## config.mk

```make
export PLATFORM = sky130hd
export DESIGN_NAME = sfr_receiver
export DESIGN_NICKNAME = d
export VERILOG_FILES = /design/src/inc/sfr_pkg.sv /design/src/inc/sfr_link_if.sv /design/src/rtl/sfr_crc_check.sv /design/src/rtl/sfr_line_sampler.sv /design/src/rtl/sfr_receiver.sv
export SDC_FILE = /design/constraint.sdc
export NUM_CORES = 1
export LEC_CHECK = 0
export BUFFER_PORTS_ARGS = -buffer_cell sky130_fd_sc_hd__buf_4
export CORE_ASPECT_RATIO = 0.8
export CORE_UTILIZATION = 30
export DETAILED_ROUTE_END_ITERATION = 10
export GPL_ROUTABILITY_DRIVEN = 0
export REMOVE_ABC_BUFFERS = 1
export SYNTH_ARGS = -nofsm -noshare
export SYNTH_HDL_FRONTEND = slang
export SYNTH_SLANG_ARGS = --single-unit
```

## constraint.sdc

```tcl
create_clock -name clk_in -period 2.7 [get_ports clk_in]
set_input_delay 0.405 -clock clk_in [delete_from_list [all_inputs] [get_ports clk_in]]
set_output_delay 0.405 -clock clk_in [all_outputs]
set_load 0.01 [all_outputs]
```

## src/inc/sfr_pkg.sv

```systemverilog
/*
 * constants of the sdlc frame receiver: register map, field positions,
 * reset values, commands, receive states and check values.
 * assumes nothing beyond a systemverilog compiler.
 */
package sfr_pkg;
    localparam logic [2:0] ADR_CMD = 3'h0, ADR_INT_CFG = 3'h1, ADR_VECTOR = 3'h2;
    localparam logic [2:0] ADR_RCV_CFG = 3'h3, ADR_MODE_CFG = 3'h4, ADR_DATA = 3'h5;
    localparam logic [2:0] ADR_SEC_ADDR = 3'h6, ADR_FLAG = 3'h7;
    // command field of the command register
    localparam int CMD_LSB = 3;
    localparam logic [2:0] CMD_RESET_EXT = 3'h2, CMD_CHAN_RESET = 3'h3;
    localparam logic [2:0] CMD_ARM_FIRST = 3'h4, CMD_ERROR_RESET = 3'h6;
    // interrupt_config_reg
    localparam int IC_EXT_EN = 0, IC_STAT_VEC = 2, IC_MODE_LSB = 3, IC_WAIT_EN = 7;
    localparam logic [1:0] RXI_NONE = 2'h0, RXI_FIRST = 2'h1;
    // receiver_config_reg
    localparam int RC_RX_EN = 0, RC_ADDR_SRCH = 2, RC_HUNT = 4;
    // mode_config_reg
    localparam int MC_MODE_LSB = 4;
    localparam logic [1:0] MODE_SDLC = 2'h2;
    // primary_status_reg / special_status_reg
    localparam int PS_RX_AVAIL = 0, PS_CARRIER = 3, PS_HUNT = 4, PS_ABORT = 7;
    localparam int SS_RES_LSB = 1, SS_OVERRUN = 5, SS_CRC_ERR = 6, SS_EOF = 7;
    // vector codes
    localparam logic [2:0] VEC_NONE = 3'h0, VEC_EXT = 3'h1, VEC_RX = 3'h2, VEC_SPECIAL = 3'h3;
    localparam logic [7:0] RST_REG = 8'h00, RST_FLAG = 8'h7E, GLOBAL_ADDR = 8'hFF;
    localparam logic [15:0] CRC_PRESET = 16'hFFFF, CRC_POLY = 16'h1021;
    localparam logic [15:0] CRC_GOOD = 16'h1D0F;
    localparam logic [2:0] ONES_STUFF = 3'h5, ONES_ABORT = 3'h6, DLY_FULL = 3'h7;
    typedef enum logic [1:0] {
        SFR_HUNT = 2'b00,
        SFR_SYNC = 2'b01,
        SFR_DATA = 2'b10,
        SFR_SKIP = 2'b11
    } sfr_state_e;
endpackage

```

## src/inc/sfr_link_if.sv

```systemverilog
/*
 * carrier between the receiver core, its line sampler and its crc checker.
 * assumes all three sit on the same system clock.
 */
interface sfr_link_if;
    logic bit_valid;
    logic bit_data;
    logic carrier;
    logic crc_clear;
    logic crc_step;
    logic crc_bit;
    logic [15:0] crc_rem;
    modport sampler (output bit_valid, output bit_data, output carrier);
    modport checker_side (input crc_clear, input crc_step, input crc_bit, output crc_rem);
    modport core (input bit_valid, input bit_data, input carrier,
                  output crc_clear, output crc_step, output crc_bit, input crc_rem);
endinterface

```

## src/rtl/sfr_crc_check.sv

```systemverilog
/*
 * serial receive crc checker, one bit per step, cleared on each flag.
 * assumes bits arrive in line order, least significant first.
 */
module sfr_crc_check (
    input wire logic clk_in,
    input wire logic reset_n_in,
    sfr_link_if.checker_side lk
);
    typedef struct packed {
        logic [15:0] rem;
    } sfr_crc_s;
    sfr_crc_s q, next_q;

    always_comb begin
        next_q = q;
        if (lk.crc_clear) begin
            next_q.rem = sfr_pkg::CRC_PRESET;
        end else if (lk.crc_step) begin
            next_q.rem = {q.rem[14:0], 1'b0} ^
                ((q.rem[15] ^ lk.crc_bit) ? sfr_pkg::CRC_POLY : 16'h0000);
        end
    end

    always_ff @(posedge clk_in) begin
        if (!reset_n_in) begin
            q.rem <= sfr_pkg::CRC_PRESET;
        end else begin
            q <= next_q;
        end
    end

    assign lk.crc_rem = q.rem;
endmodule

```

## src/rtl/sfr_line_sampler.sv

```systemverilog
/*
 * line sampler: brings link clock, link data and carrier detect into the
 * system clock domain and emits one bit per rising link clock edge.
 * assumes the link clock is much slower than clk_in (8x or more).
 */
module sfr_line_sampler (
    input wire logic clk_in,
    input wire logic reset_n_in,
    input wire logic link_clk_in,
    input wire logic link_data_in,
    input wire logic carrier_detect_in,
    sfr_link_if.sampler lk
);
    typedef struct packed {
        logic [2:0] meta;
        logic [2:0] sync;
        logic clk_prev;
        logic bit_valid;
        logic bit_data;
    } sfr_samp_s;
    sfr_samp_s q, next_q;

    always_comb begin
        next_q = q;
        next_q.meta = {carrier_detect_in, link_data_in, link_clk_in};
        // only the second stage is looked at
        next_q.sync = q.meta;
        next_q.clk_prev = q.sync[0];
        next_q.bit_valid = q.sync[0] && !q.clk_prev;
        next_q.bit_data = q.sync[1];
    end

    always_ff @(posedge clk_in) begin
        if (!reset_n_in) begin
            q <= '0;
        end else begin
            q <= next_q;
        end
    end

    assign lk.bit_valid = q.bit_valid;
    assign lk.bit_data = q.bit_data;
    assign lk.carrier = q.sync[2];
endmodule

```

## src/rtl/sfr_receiver.sv

```systemverilog
/*
 * sdlc frame receiver core: flag hunt, zero deletion, address filter,
 * character hand-off by interrupt or wait/ready, end of frame, abort.
 * assumes a one-cycle register port master and an external dma engine
 * that reads the data register while wait_ready_n_out is low.
 */
// The address map and the plain strobed port were left to the implementer.
module sfr_receiver #(
    parameter bit CHANNEL_B = 1'b1
) (
    input wire logic clk_in,
    input wire logic reset_n_in,
    input wire logic [2:0] addr_in,
    input wire logic [7:0] wdata_in,
    input wire logic wr_in,
    input wire logic rd_in,
    output logic [7:0] rdata_out,
    input wire logic link_clk_in,
    input wire logic link_data_in,
    input wire logic carrier_detect_in,
    output logic wait_ready_n_out,
    output logic rx_int_out,
    output logic ext_int_out,
    output logic special_int_out
);
    typedef struct packed {
        logic [7:0] int_cfg;
        logic [7:0] rcv_cfg;
        logic [7:0] mode_cfg;
        logic [7:0] sec_addr;
        logic [7:0] flag_pat;
        sfr_pkg::sfr_state_e st;
        logic [7:0] raw;
        logic [2:0] ones;
        logic [6:0] dly;
        logic [2:0] dcnt;
        logic [7:0] asm_ch;
        logic [2:0] acnt;
        logic [7:0] rx_buf;
        logic rx_avail;
        logic first_arm;
        logic rx_int;
        logic ext_pend;
        logic overrun;
        logic eof;
        logic crc_err;
        logic [2:0] residue;
        logic abort;
        logic carrier_prev;
        logic [7:0] rdata;
    } sfr_rx_s;

    localparam sfr_rx_s RESET_Q = '{int_cfg: sfr_pkg::RST_REG, rcv_cfg: sfr_pkg::RST_REG,
        mode_cfg: sfr_pkg::RST_REG, sec_addr: sfr_pkg::RST_REG,
        flag_pat: sfr_pkg::RST_FLAG, st: sfr_pkg::SFR_HUNT, default: '0};

    sfr_rx_s q, next_q;
    sfr_link_if lk ();
    logic c_clear, c_step, c_bit;
    logic flag_hit, stuffed, char_done, data_rd, hunt_cmd, active, spc_en;
    logic [7:0] ch;

    sfr_line_sampler u_sampler (
        .clk_in(clk_in),
        .reset_n_in(reset_n_in),
        .link_clk_in(link_clk_in),
        .link_data_in(link_data_in),
        .carrier_detect_in(carrier_detect_in),
        .lk(lk.sampler)
    );

    sfr_crc_check u_crc (
        .clk_in(clk_in),
        .reset_n_in(reset_n_in),
        .lk(lk.checker_side)
    );

    function automatic logic [2:0] vec_code(input sfr_rx_s s, input logic spc);
        if (spc) begin
            return sfr_pkg::VEC_SPECIAL;
        end else if (s.rx_int) begin
            return sfr_pkg::VEC_RX;
        end else if (s.ext_pend) begin
            return sfr_pkg::VEC_EXT;
        end
        return sfr_pkg::VEC_NONE;
    endfunction

    assign data_rd = rd_in && (addr_in == sfr_pkg::ADR_DATA);
    assign spc_en = q.int_cfg[sfr_pkg::IC_MODE_LSB +: 2] != sfr_pkg::RXI_NONE;
    assign active = q.rcv_cfg[sfr_pkg::RC_RX_EN] &&
                    (q.mode_cfg[sfr_pkg::MC_MODE_LSB +: 2] == sfr_pkg::MODE_SDLC);

    always_comb begin
        logic [2:0] cmd;
        logic ob;
        cmd = wdata_in[sfr_pkg::CMD_LSB +: 3];
        ob = q.dly[0];
        next_q = q;
        c_clear = 1'b0;
        c_step = 1'b0;
        c_bit = ob;
        flag_hit = 1'b0;
        stuffed = 1'b0;
        char_done = 1'b0;
        hunt_cmd = 1'b0;
        ch = {ob, q.asm_ch[7:1]};
        next_q.rdata = 8'h00;
        // host side first so that hardware events below win over clears
        if (rd_in) begin
            unique case (addr_in)
                sfr_pkg::ADR_CMD: next_q.rdata = {q.abort, 2'b00, q.st == sfr_pkg::SFR_HUNT,
                    q.carrier_prev, 2'b00, q.rx_avail};
                sfr_pkg::ADR_INT_CFG: next_q.rdata = {q.eof, q.crc_err, q.overrun, 1'b0,
                    q.residue, 1'b0};
                sfr_pkg::ADR_VECTOR: next_q.rdata = (CHANNEL_B && q.int_cfg[sfr_pkg::IC_STAT_VEC])
                    ? {5'h00, vec_code(q, special_int_out)} : 8'h00;
                sfr_pkg::ADR_DATA: begin
                    next_q.rdata = q.rx_buf;
                    next_q.rx_avail = 1'b0;
                    next_q.rx_int = 1'b0;
                end
                default: next_q.rdata = 8'h00;
            endcase
        end
        if (wr_in) begin
            unique case (addr_in)
                sfr_pkg::ADR_CMD: begin
                    if (cmd == sfr_pkg::CMD_RESET_EXT) begin
                        next_q.ext_pend = 1'b0;
                    end
                    if (cmd == sfr_pkg::CMD_ARM_FIRST) begin
                        next_q.first_arm = 1'b1;
                    end
                    if (cmd == sfr_pkg::CMD_ERROR_RESET) begin
                        next_q.overrun = 1'b0;
                        next_q.eof = 1'b0;
                    end
                    if (cmd == sfr_pkg::CMD_CHAN_RESET) begin
                        next_q = RESET_Q;
                    end
                end
                sfr_pkg::ADR_INT_CFG: next_q.int_cfg = wdata_in;
                sfr_pkg::ADR_RCV_CFG: begin
                    next_q.rcv_cfg = wdata_in;
                    hunt_cmd = wdata_in[sfr_pkg::RC_HUNT];
                end
                sfr_pkg::ADR_MODE_CFG: next_q.mode_cfg = wdata_in;
                sfr_pkg::ADR_SEC_ADDR: next_q.sec_addr = wdata_in;
                sfr_pkg::ADR_FLAG: next_q.flag_pat = wdata_in;
                default: next_q.rdata = next_q.rdata;
            endcase
        end
        // carrier change is an external/status event
        next_q.carrier_prev = lk.carrier;
        if ((lk.carrier != q.carrier_prev) && q.int_cfg[sfr_pkg::IC_EXT_EN]) begin
            next_q.ext_pend = 1'b1;
        end
        if (!active || hunt_cmd) begin
            next_q.st = sfr_pkg::SFR_HUNT;
        end else if (lk.bit_valid) begin
            next_q.raw = {lk.bit_data, q.raw[7:1]};
            next_q.ones = (lk.bit_data && q.ones != 3'h7) ? q.ones + 3'h1 :
                          (lk.bit_data ? q.ones : 3'h0);
            // seven ones in a row is an abort, whatever the state
            if (lk.bit_data && q.ones >= sfr_pkg::ONES_ABORT && !q.abort) begin
                next_q.abort = 1'b1;
                next_q.ext_pend = next_q.ext_pend | q.int_cfg[sfr_pkg::IC_EXT_EN];
                if (q.st != sfr_pkg::SFR_HUNT) begin
                    next_q.st = sfr_pkg::SFR_SKIP;
                end
            end
            if (!lk.bit_data && q.abort) begin
                next_q.abort = 1'b0;
                next_q.ext_pend = next_q.ext_pend | q.int_cfg[sfr_pkg::IC_EXT_EN];
            end
            stuffed = !lk.bit_data && (q.ones == sfr_pkg::ONES_STUFF);
            flag_hit = {lk.bit_data, q.raw[7:1]} == q.flag_pat;
            if (flag_hit) begin
                // flag bits still sit in the delay line and are dropped
                if (q.st == sfr_pkg::SFR_DATA) begin
                    next_q.eof = 1'b1;
                    next_q.crc_err = lk.crc_rem != sfr_pkg::CRC_GOOD;
                    next_q.residue = q.acnt;
                    if (spc_en) begin
                        next_q.int_cfg[sfr_pkg::IC_WAIT_EN] = 1'b0;
                    end
                end
                next_q.st = sfr_pkg::SFR_SYNC;
                c_clear = 1'b1;
                next_q.dcnt = 3'h0;
                next_q.acnt = 3'h0;
            end else if (!stuffed && (q.st == sfr_pkg::SFR_SYNC || q.st == sfr_pkg::SFR_DATA)
                         && !next_q.abort) begin
                // seven-bit delay keeps flag bits away from the assembler
                next_q.dly = {lk.bit_data, q.dly[6:1]};
                if (q.dcnt != sfr_pkg::DLY_FULL) begin
                    next_q.dcnt = q.dcnt + 3'h1;
                end else begin
                    c_step = 1'b1;
                    next_q.asm_ch = ch;
                    next_q.acnt = q.acnt + 3'h1;
                    char_done = q.acnt == 3'h7;
                end
            end
        end
        if (char_done) begin
            if (q.st == sfr_pkg::SFR_SYNC && q.rcv_cfg[sfr_pkg::RC_ADDR_SRCH] &&
                ch != q.sec_addr && ch != sfr_pkg::GLOBAL_ADDR) begin
                next_q.st = sfr_pkg::SFR_SKIP;
            end else begin
                next_q.st = sfr_pkg::SFR_DATA;
                if (q.rx_avail && !data_rd) begin
                    next_q.overrun = 1'b1;
                end
                next_q.rx_buf = ch;
                next_q.rx_avail = 1'b1;
                if (q.int_cfg[sfr_pkg::IC_MODE_LSB +: 2] == sfr_pkg::RXI_FIRST) begin
                    // only the address character of a frame interrupts
                    if (q.first_arm && q.st == sfr_pkg::SFR_SYNC) begin
                        next_q.rx_int = 1'b1;
                        next_q.first_arm = 1'b0;
                    end
                end else if (spc_en) begin
                    next_q.rx_int = 1'b1;
                end
            end
        end
    end

    always_ff @(posedge clk_in) begin
        if (!reset_n_in) begin
            q <= RESET_Q;
        end else begin
            q <= next_q;
        end
    end

    assign lk.crc_clear = c_clear;
    assign lk.crc_step = c_step;
    assign lk.crc_bit = c_bit;
    assign rdata_out = q.rdata;
    // no wait state while the dma engine is not enabled
    assign wait_ready_n_out = !(q.int_cfg[sfr_pkg::IC_WAIT_EN] && q.rx_avail);
    assign rx_int_out = q.rx_int;
    assign ext_int_out = q.ext_pend;
    assign special_int_out = spc_en && (q.overrun || q.eof);
endmodule

```

; ---- Word-level counts from Yosys, hierarchy flattened
; Index checks and enable logic that the tools add are counted.
[word_totals]
reg_bits = 127
output_inout_bits = 12
word_cells = 200
[op_classes]
add_sub_neg = 3
n_lt_le_gt_ge = 1
n_eq_ne = 26
muxes = 90
bitwise_logic = 5
n_reduce_logical = 44
[op_table]
columns = op, count
row1 = $mux 102, 2
row2 = $pmux 8 s2, 5
row3 = $mux 54, 1
row4 = $mux 1, 49
row5 = $mux 34, 1
row6 = $mux 11, 3
row7 = $mux 32, 1
row8 = $pmux 8 s4, 1
row9 = $mux 3, 10
row10 = $eq 3x3->1 const B, 8
row11 = $mux 8, 3
row12 = $mux 21, 1
row13 = $logic_and 1x1->1, 18
row14 = $ne 16x13->1 const B, 1
row15 = $xor 16x16->16, 1
row16 = $reduce_and 3->1, 5
row17 = $mux 2, 7
row18 = $reduce_bool 2->1, 7
row19 = $mux 13, 1
row20 = $eq 3x2->1 const B, 4
row21 = $mux 6, 2
row22 = $mux 5, 2
row23 = $add 3x1->3 const B, 3
row24 = $eq 8x8->1, 1
row25 = other kinds (19), 32

; ---- Longest topological paths before layout
; Gate-level depths: netlist (run 1).
[logic_depth]
ltp_word = 23
mapped_depth = 9
depth_no_buf = 7

; ---- Modules after synthesis
; Synthesis (run 1) repeated with hierarchy kept, for this count alone.
[hier_totals]
cells_unflattened = 542
area_unflattened_um2 = 4966.0
[by_module_without_submodules]
columns = module, n_inst, cells_per_inst, area_per_inst_um2
row1 = sfr_receiver, 1, 467, 4086.4
row2 = sfr_crc_check, 1, 57, 630.6
row3 = sfr_line_sampler, 1, 18, 249.0

; ---- Worst setup path before layout (run 1)
; No wires, ideal clock.
[synth_timing]
path_type = input port to flip-flop
startpoint = input addr_in[1]
endpoint = register q, in the netlist ch[0]
setup_ps = 72
t_arrival_ps = 2023
required_ps = 2628
path_slack_ps = 605
stages = 8
path_buffers = 3
path_cell_list = buf_6 -> or4b_4 -> o211ai_2 -> and3_1 -> and3_1 -> buf_6 -> buf_12 -> mux2i_1
[synth_between]
elab_chain_cells = 13
word_cells_on_any_way = 18
cone_classes = eq/ne: 1 / mux: 13 / reduce/logical: 4
[synth_lines]
columns = item, line_no
row1 = "start, declared", sfr_receiver.sv:13  ; input wire logic [2:0] addr_in,
row2 = $logic_not 3->1, sfr_receiver.sv:127  ; unique case (addr_in)
row3 = $mux 54, sfr_receiver.sv:127
row4 = $mux 102, sfr_receiver.sv:126  ; if (wr_in) begin
row5 = $mux 1, sfr_receiver.sv:166  ; if (lk.bit_data && q.ones >= sfr_pkg::ONES_ABORT && !q.abort) begin
row6 = $mux 1, sfr_receiver.sv:173  ; if (!lk.bit_data && q.abort) begin
row7 = $mux 1, sfr_receiver.sv:161  ; end else if (lk.bit_valid) begin
row8 = $mux 1, sfr_receiver.sv:159  ; if (!active || hunt_cmd) begin
row9 = $logic_not 1->1, sfr_receiver.sv:194  ; && !next_q.abort) begin
row10 = $logic_and 1x1->1, sfr_receiver.sv:194
row11 = $mux 21, sfr_receiver.sv:193  ; end else if (!stuffed && (q.st == sfr_pkg::SFR_SYNC || q.st == sfr_pkg::SFR_DATA)
row12 = $mux 8, sfr_receiver.sv:179  ; if (flag_hit) begin
row13 = $mux 34, sfr_receiver.sv:161
row14 = $mux 32 (*), sfr_receiver.sv:159
row15 = "end signal, assigned", sfr_receiver.sv:235  ; q <= next_q;
row16 = "end, declared", sfr_receiver.sv:57  ; sfr_rx_s q, next_q;
; Mark *: on every way between the ends. The rest lies on a longest branch, timed or not. The select of a mux whose other input is x is not followed.
; A chain may end at the register's enable or synchronous reset.

; ---- Worst setup path after layout (run 1)
[layout_timing]
startpoint = input addr_in[2]
endpoint = register q[39] (netlist bit)
[layout_between]
elab_chain_cells = 13
word_cells_on_any_way = 18
cone_classes = eq/ne: 1 / mux: 13 / reduce/logical: 4
[layout_lines]
columns = item, line_no
row1 = $logic_not 3->1, sfr_receiver.sv:127
row2 = $mux 54, sfr_receiver.sv:127
row3 = $mux 102, sfr_receiver.sv:126
row4 = $mux 1, sfr_receiver.sv:166
row5 = $mux 1, sfr_receiver.sv:173
row6 = $mux 1, sfr_receiver.sv:161
row7 = $mux 1, sfr_receiver.sv:159
row8 = $logic_not 1->1, sfr_receiver.sv:194
row9 = $logic_and 1x1->1, sfr_receiver.sv:194
row10 = $mux 21, sfr_receiver.sv:193
row11 = $mux 3, sfr_receiver.sv:179
row12 = $mux 34, sfr_receiver.sv:161
row13 = $mux 32 (*), sfr_receiver.sv:159
; Marked as above.

==> impl_metrics.toml, run 1 <==
[global_route]
grt_max_degree = 45
grt_pass1_wl_um = 20270
overflow = 0
antenna_found_initial = 0
grt_pass1_vias = 3995
grtUsageTotal_pct = 14.42

[route]
ant_nets = 0
first_iter_violations = 332
drc = 0
first_pass_iters = 5
num_vias = 4129
avgRoutedWirePerCell_um = 15.22
vias_per_cell = 5.200
drt_wl_total_um = 12080

[critical_path]
startpoint = "addr_in[2]"
endpoint = "q[39]"
r2r_slack_ns = 0.60
slowest_stage = "or4b_4"
crit_chain = "buf_4, or4b_4, o211ai_2, nand3_1, or3_1, a21oi_1"
r2r_cells = 6
critPathBufInv = 1
crit_fanout = 22
cp-start-kind = "input pin"
critPathCaptureType = "register"
cp_top_family = "simple AND/OR/NAND/NOR gates"
reg2reg_from = "q[55]"
r2r_end = "q[21]"
worstSetupPathType = "in -> reg"
crit_arrival_ns = 2.40
critical_path_required_ns = 2.97
cp.depth = 6
slowest_delay_ns = 0.61

[clock_network]
clk_latency_ns = 0.34
clock-sinks = 110
cts_tree = "yes"
post-cts-setup-buffers = 0
clk_path_buf_depth = 2
htreeDepth = 3
cts_buffers = 9
cts_root_buf = "clkbuf_16"
clk_pin_slew_ns = 0.07
postCtsHoldBufs = 0
post_cts_resized = 0

[synthesis]
ys_top_cells_by_area = "dfxtp_1 43%, mux2i_1 6.9%, nand3_1 5.8%"
ys_ff_latch = 110
synth_edf_count = 0
ys_seq_area_share_pct = 43.29
yosys-top-cells-count = "110 x dfxtp_1, 59 x nand3_1, 46 x nand2_1"
netlist.area_leader.share_pct = 43.29
yosysTopAreaCell = "dfxtp_1"
synth_cells = 564
synth_ff_type = "dfxtp_1"
syn-cell-area_um2 = 5087
async_flop_share_pct = 0
ys_warn_count = 0
yosysMostFrequentCell = "dfxtp_1"
yosys.cell_types.count = 53
avgSynthCellArea_um2 = 9.020

[finish]
seqCellArea_um2 = 2202
multi_input_area_um2 = 2585
final_core_util_pct = 34.62
fin_nets = 598
final-instance-count-excl-fill = 794
syn_to_final_growth_pct = 12.64
drive_gt1_share_pct = 10.63
num-fill-cells = 1714
diodes = 0

[die]
start_util_pct = 30.73
placement_rows = 42
fp.dieH_um = 118.5
ios = 30
die_area_um2 = 17490
coreArea_um2 = 16550
die_width_um = 147.6

[sta]
grt_setup_unrepaired = "false"
hold_viol_final = 0
fin_crit_sh_pct = 78.77
max-slew-margin-rel_pct = 59.14
worst_pin_slew_ns = 0.6082
drv_slew = 0
worst_slack_ns = 0.5733
period_needed_ns = 2.127
final.setup.tns_ns = 0
finalClockSkew_ns = 0.008523
fmax_ghz = 0.4702
setup_viol = 0

[placement]
io_buffers = 29
dp_slack_ns = 0.2685
place_hpwl_um = 8730
dp_cells = 779

[outcome]
status = "completed"

[power]
p_int_w = 0.002431
powerDensity_nw_per_um2 = 540.2
power.share.combinational_pct = 4.7
total_power_w = 0.003096
clkPwrFrac_pct = 42.3
pwr-share-seq_pct = 53.1
vdd_ir_drop_max_mv = 0.2627
p_sw_w = 0.0006645
leakagePower_nw = 2.017
p_sw_share_pct = 21.47

[worst_hold_path]
min_path_type = "in -> reg"
min_path_cells = 2

[flow_run]
cap_violations = 0
## cell families (layout without fill, tap and decap cells)
group | Yosys count | count (layout) | synth area share [%]
xor gates and xnor gates | 21 | 21 | 3.615
adders and majority gates | 10 | 10 | 2.459
DFF | 110 | 110 | 43.29
muxes | 35 | 35 | 6.886
and+or+nand+nor | 215 | 215 | 21.99
AOI/OAI and AO/OA | 115 | 115 | 15.76
buffers and inverters | 58 | 68 | 6.001
## how the worst min path moves through the flow
stage / from / to / slack, ns
after floorplan: u_sampler.q[2] / u_sampler.lk.bit_valid / 0.37
after global placement: u_sampler.q[2] / u_sampler.lk.bit_valid / 0.37
after detailed placement: u_sampler.q[2] / u_sampler.lk.bit_valid / 0.38
after CTS: carrier_detect_in / u_sampler.next_q[5] / 0.26
after global routing: carrier_detect_in / u_sampler.next_q[5] / 0.27
final: carrier_detect_in / u_sampler.next_q[5] / 0.27
## power by group through the flow
stage | Sequential (W) | Clock [W] | Combinational (W)
finish | 0.00164 | 0.00131 | 0.000144
global route | 0.00164 | 0.00142 | 0.000157
CTS | 0.00164 | 0.00135 | 0.000143
detailed placement | 0.00168 | 0 | 0.000143
global placement | 0.00168 | 0 | 0.000140
floorplan | 0.00168 | 0 | 0.0000565
## stage by stage
stage | area, um^2 | hold WS, ns
finish | 5731 | 0.2668
global route | 5731 | 0.2703
CTS | 5731 | 0.2592
detailed placement | 5439 | 0.3798
global placement | 5439 | 0.3718
floorplan | 4816 | 0.3674
## registers in the layout, indices dropped and copies added, names as in the netlist
name	count
u_sampler.lk.bit_data	1
ch	7
ext_int_out	1
c_bit	1
u_crc.lk.crc_rem	16
q	67
u_sampler.lk.carrier	1
u_sampler.q	1
rx_int_out	1
rdata_out	8
u_sampler.next_q	5
u_sampler.lk.bit_valid	1
## area by class of cell
type	instances	area share [%]
timing repair buffer	44	5.983
clock inverter	3	0.7860
multi-input combinational	396	45.11
tap	220	4.803
sequential	110	38.43
inverter	9	0.5895
clock buffer	12	4.301
## metal layers
metal	routed length (um)	global-route usage, %	share of wire (%)	vias to the layer above
met1	5956	20.46	49	1994
met5	0	0	0	-
met4	167	4.704	1.4	0
met2	5351	21.82	44	104
met3	606	2.703	5.0	13
li1	-	-	-	2018
## cells in the final DEF (no fill, tap or decap), types with 12 or more instances in the layout
| cell type | count |
|---|---|
| dfxtp_1 | 110 |
| nand3_1 | 59 |
| nand2_1 | 46 |
| buf_4 | 43 |
| a21boi_0 | 36 |
| nor2_1 | 35 |
| mux2i_1 | 35 |
| o21ai_0 | 17 |
| o211ai_1 | 15 |
| and2_1 | 13 |
| xnor2_1 | 12 |
Note: power is estimated with default switching activity, not from simulation.
==> run 2, diff against run 1 <==
==> constraint.sdc (replaced) <==
create_clock -name clk_in -period 1.8 [get_ports clk_in]
set_input_delay 0.27 -clock clk_in [delete_from_list [all_inputs] [get_ports clk_in]]
set_output_delay 0.27 -clock clk_in [all_outputs]
set_load 0.01 [all_outputs]
==> run 2 against run 1 <==
  * Setup slack got worse by 0.53 ns
  * Global-route usage grew 0.68 points
  * Clock power is 61% higher
  * Die area stayed put
  * Critical path depth up 1
  * First-iteration DRC count down 7.8%
  * Total power grew 56%
  * Highest routed layer unchanged
  * Clock skew about the same
  * Register-to-register slack lost 0.55 ns
  * Sequential cell count is the same
  * Non-clock buffer count is 48 higher
  * Largest cell class unchanged
==> impl_metrics.toml, run 2 (synthesized netlist as in run 1, its figures left out) <==
[outcome]
status = "completed"

[worst_hold_path]
min_path_type = "in -> reg"

[global_route]
grt_pass1_wl_um = 21150
antenna_found_initial = 0
grt_pass1_vias = 4075
grtUsageTotal_pct = 15.09
grt_max_degree = 44
overflow = 0

[finish]
seqCellArea_um2 = 2211
num-fill-cells = 1665
fin_nets = 646
multi_input_area_um2 = 2639
syn_to_final_growth_pct = 22.60
final-instance-count-excl-fill = 843
diodes = 0
final_cell_mix = "103 x dfxtp_1, 86 x buf_4, 58 x nand3_1"
largest_reg_flops = 67
final_common_cell = "dfxtp_1"
top_register = "q"
drive_gt1_share_pct = 21.03

[clock_network]
cts_tree = "yes"
clock-sinks = 110
cts_root_buf = "clkbuf_16"
clk_pin_slew_ns = 0.08
htreeDepth = 3
clk_path_buf_depth = 2
cts_buffers = 9
postCtsHoldBufs = 0
clk_latency_ns = 0.35

[placement]
dp_cells = 823
io_buffers = 29
place_hpwl_um = 9588

[route]
vias_per_cell = 5.138
first_pass_iters = 4
first_iter_violations = 306
avgRoutedWirePerCell_um = 15.57
ant_nets = 0
num_vias = 4331
drt_wl_total_um = 13130
drc = 0

[die]
ios = 30
die_width_um = 147.6
start_util_pct = 30.73
fp.dieH_um = 118.5
placement_rows = 42
coreArea_um2 = 16550
die_area_um2 = 17490

[critical_path]
crit_arrival_ns = 2.02
crit_fanout = 12
cp-start-kind = "register"
critPathCaptureType = "register"
worstSetupPathType = "reg -> reg"
critical_path_required_ns = 2.07

[sta]
fin_crit_sh_pct = 97.36
setup_viol = 0
worst_hold_slack_ns = 0.1245
worst_pin_slew_ns = 0.5150
finalClockSkew_ns = 0.008593
period_needed_ns = 1.752
fmax_ghz = 0.5706
hold_viol_final = 0
drv_slew = 0
max-slew-margin-rel_pct = 65.59

[power]
vdd_ir_drop_max_mv = 0.5151
powerDensity_nw_per_um2 = 774.7
leakagePower_nw = 2.291

[flow_run]
cap_violations = 0
## run 2: area by class of cell
type                       count  area share, %
clock buffer                  10          3.831
tap                          220          4.413
sequential                   110          35.45
clock inverter                 6          1.204
multi-input combinational    396          42.31
timing repair buffer          92          12.26
inverter                       9         0.5416
## run 2: worst max-delay path, stage by stage, from the launching register on
cell     delay [ns]
dfxtp_2        0.35
inv_2          0.05
ha_4           0.26
and3_4         0.19
and3_4         0.19
and3_4         0.24
buf_12         0.17
mux2i_2        0.22
## run 2: where the power goes
| group | total, W | internal, W | switching [W] | leakage (nW) |
|---|---|---|---|---|
| combinational | 0.000260 | 0.000116 | 0.000144 | 1.25 |
| sequential | 0.00246 | 0.00245 | 0.0000124 | 0.893 |
| clock | 0.00211 | 0.00114 | 0.000966 | 0.152 |
| total | 0.00483 | 0.00371 | 0.00112 | 2.29 |
## run 2: routing by layer
| layer | up-vias | part of all wire [%] | track usage, % |
|---|---|---|---|
| met2 | 84 | 45 | 23.38 |
| met1 | 2119 | 50 | 21.81 |
| met3 | 8 | 3.6 | 2.625 |
| li1 | 2120 | - | - |
| met5 | - | 0 | 0 |
| met4 | 0 | 0.69 | 3.093 |
## run 2: path summary, 6_finish.rpt
path | slack, ns | cells past startpoint | endpoint | start
worst max-delay path | 0.05 | 7 | u_crc.lk.crc_rem[12] | q[60]
worst min-delay path | 0.12 | 2 | u_sampler.next_q[3] | link_clk_in
worst max register to register | 0.05 | 7 | u_crc.lk.crc_rem[12] | q[60]
worst min register to register | 0.39 | 1 | u_sampler.lk.bit_valid | u_sampler.q[2]
## run 2: what timing repair did
item / CTS / global route
endpoints found under the setup margin: 25 / 51
gates cloned: 1 / 1
resized for setup: 7 / 20
pin swaps: 0 / 3
setup buffers: 0 / 2
## run 2: per-stage QoR
| step | setup TNS, ns | instance area [um^2] | util (%) | total power [W] | setup WS, ns |
|---|---|---|---|---|---|
| 2_1_floorplan | -47.52 | 4816 | - | 0.002603 | -1.145 |
| 3_3_place_gp | -12.50 | 5807 | 35.08 | 0.002773 | -0.2379 |
| 3_5_place_dp | -15.31 | 5807 | 35.08 | 0.002778 | -0.3009 |
| 4_1_cts | 0 | 6165 | 37.24 | 0.004856 | 0.01843 |
| 5_1_grt | -0.005511 | 6237 | 37.68 | 0.004970 | -0.005511 |
| 6_report | 0 | 6237 | 37.68 | 0.004832 | 0.04757 |
==> run 3, diff against run 2 <==
--- a/config.mk
+++ b/config.mk
@@ -5,6 +5,7 @@
 export SDC_FILE = /design/constraint.sdc
 export NUM_CORES = 1
 export LEC_CHECK = 0
+export ABC_AREA = 1
 export BUFFER_PORTS_ARGS = -buffer_cell sky130_fd_sc_hd__buf_4
 export CORE_ASPECT_RATIO = 0.8
 export CORE_UTILIZATION = 30
==> run 3 against run 2 <==
  * Synthesized cell count rose by 34%
  * Area after synthesis rose by 5.8%
  * Register-to-register slack better by 0.02 ns
  * Die area is 5.7% higher
  * Cell count rose by 23%
  * Global-route usage is 0.74 points higher
  * Critical path type unchanged
==> impl_metrics.toml, run 3 <==
[power]
leakagePower_nw = 2.899
vdd_ir_drop_max_mv = 0.4498
powerDensity_nw_per_um2 = 749.1

[route]
first_pass_iters = 5
vias_per_cell = 4.737
drt_wl_total_um = 14110
first_iter_violations = 340
num_vias = 4903
avgRoutedWirePerCell_um = 13.63
drc = 0
ant_nets = 0

[critical_path]
critPathBufInv = 2
crit_fanout = 6
crit_arrival_ns = 1.98
critical_path_required_ns = 2.05
cp_top_family = "simple AND/OR/NAND/NOR gates"
critPathCaptureType = "register"
slowest_stage = "dfxtp_2"
slowest_delay_ns = 0.34
crit_chain = "buf_4, nand4_1, nand2_2, nand2_2, nand2_8, nor2_8, buf_4, nand4_1, nor2_1, nor2_1"
worstSetupPathType = "reg -> reg"
cp-start-kind = "register"

[die]
start_util_pct = 30.87
fp.dieH_um = 121.8
coreArea_um2 = 17430
placement_rows = 43
die_area_um2 = 18480
ios = 30
die_width_um = 151.7

[global_route]
antenna_found_initial = 0
grtUsageTotal_pct = 15.83
overflow = 0
grt_pass1_wl_um = 22590
grt_max_degree = 39
grt_pass1_vias = 4410

[sta]
max-slew-margin-rel_pct = 53.30
worst_pin_slew_ns = 0.6997
setup_viol = 0
hold_viol_final = 0
fmax_ghz = 0.5775
grt_setup_unrepaired = "true"
fin_crit_sh_pct = 96.20
period_needed_ns = 1.732
drv_slew = 0
finalClockSkew_ns = 0.01507

[synthesis]
yosys.cell_types.count = 45
ys_seq_area_share_pct = 40.92
yosys-top-cells-count = "196 x nand2_1, 110 x dfxtp_1, 93 x inv_1"
syn-cell-area_um2 = 5381
ys_warn_count = 0
ys_top_cells_by_area = "dfxtp_1 41%, nand2_1 14%, inv_1 6.5%"
ys_ff_latch = 110
netlist.area_leader.share_pct = 40.92
yosysTopAreaCell = "dfxtp_1"
synth_cells = 756
avgSynthCellArea_um2 = 7.118
synth_edf_count = 0
yosysMostFrequentCell = "nand2_1"
async_flop_share_pct = 0
synth_ff_type = "dfxtp_1"

[placement]
dp_cells = 1016
place_hpwl_um = 10410
placed_area_um2 = 6066
io_buffers = 29

[clock_network]
cts_buffers = 9
clock-sinks = 110
clk_latency_ns = 0.36
cts_root_buf = "clkbuf_16"
htreeDepth = 3
clk_pin_slew_ns = 0.08
clk_path_buf_depth = 2
cts_tree = "yes"

[finish]
final_cell_mix = "193 x nand2_1, 103 x dfxtp_1, 93 x inv_1"
fin_nets = 833
largest_reg_flops = 67
syn_to_final_growth_pct = 20.44
drive_gt1_share_pct = 17.65
diodes = 0
final-instance-count-excl-fill = 1035
fin_area_um2 = 6481
final_common_cell = "nand2_1"
top_register = "q"

[worst_hold_path]
min_path_type = "in -> reg"

[flow_run]
cap_violations = 0

[outcome]
status = "completed"
run 3: changes by cell type after synthesis, moves of 10 or more:
cell / change
a21boi_0: -35
inv_1: +84
clkbuf_1: -13
and2_1: -12
nand2_1: +150
o211ai_1: -10
nand3_1: -19
nor2b_1: -10
mux2i_1: -34
o21ai_0: +17
a21oi_1: +54
nor2_1: +34
run 3: worst paths after layout:
check,startpoint,end,slack (ns),cells after the start
min reg2reg,u_sampler.q[2],u_sampler.lk.bit_valid,0.38,1
max,u_sampler.lk.bit_data,q[18],0.07,10
min,link_clk_in,u_sampler.next_q[3],0.11,3
max reg2reg,u_sampler.lk.bit_data,q[18],0.07,10
run 3: layer usage:
metal	share of wire [%]	up-vias	global-route usage [%]	routed length, um
met4	0.99	0	3.713	139
met1	52	2268	23.98	7328
li1	-	2528	-	-
met3	5.7	11	3.071	803
met2	41	96	22.64	5835
met5	0	-	0	0
run 3: cells by family (layout without fill, tap and decap cells):
| logic type | after synthesis | after routing | synth area share [%] |
|---|---|---|---|
| simple gates | 347 | 347 | 27.85 |
| compound gates | 140 | 140 | 15.79 |
| buf+inv | 137 | 191 | 11.14 |
| flops | 110 | 110 | 40.92 |
| xor+xnor | 11 | 11 | 1.790 |
| fa+ha+maj | 10 | 10 | 2.325 |
| mux | 1 | 1 | 0.1860 |
run 3: final cells by class:
class,count,area (um^2)
inverter,97,364.1
tap,225,281.5
clock inverter,5,63.81
multi-input combinational,509,2618
timing repair buffer,78,690.7
fill,1848,10950
clock buffer,11,252.7
sequential,110,2211
run 3: through the flow:
stage               TNS (ns)  setup WS, ns  hold slack [ns]  total power, W  util, %
floorplan             -2.965       -0.1297           0.3389        0.002648        -
global placement           0      0.009640           0.3716        0.002792    34.80
detailed placement  -0.05290      -0.02254           0.3783        0.002794    34.80
CTS                        0       0.04919           0.1046        0.004897    36.61
global route        -0.05150      -0.03520           0.1043        0.005029    37.18
finish                     0       0.06836           0.1119        0.004855    37.18
run 3: tightest hold or removal path, delay by kind of cell:
family	cells	cell delay, ns
buffers and inverters	2	0.12
AND/OR/NAND/NOR	1	0.04
run 3: power by group:
group	switching (W)	internal, W	leakage (nW)
Combinational	0.000171	0.0000971	1.85
Sequential	0.0000149	0.00246	0.893
Clock	0.000946	0.00117	0.153
Total	0.00113	0.00372	2.90
run 3: what timing repair did:
item                       in CTS  in global routing
hold buffers                    0                  0
setup endpoints to repair       0                 40
resized for setup               0                 18
setup buffers                   0                  2
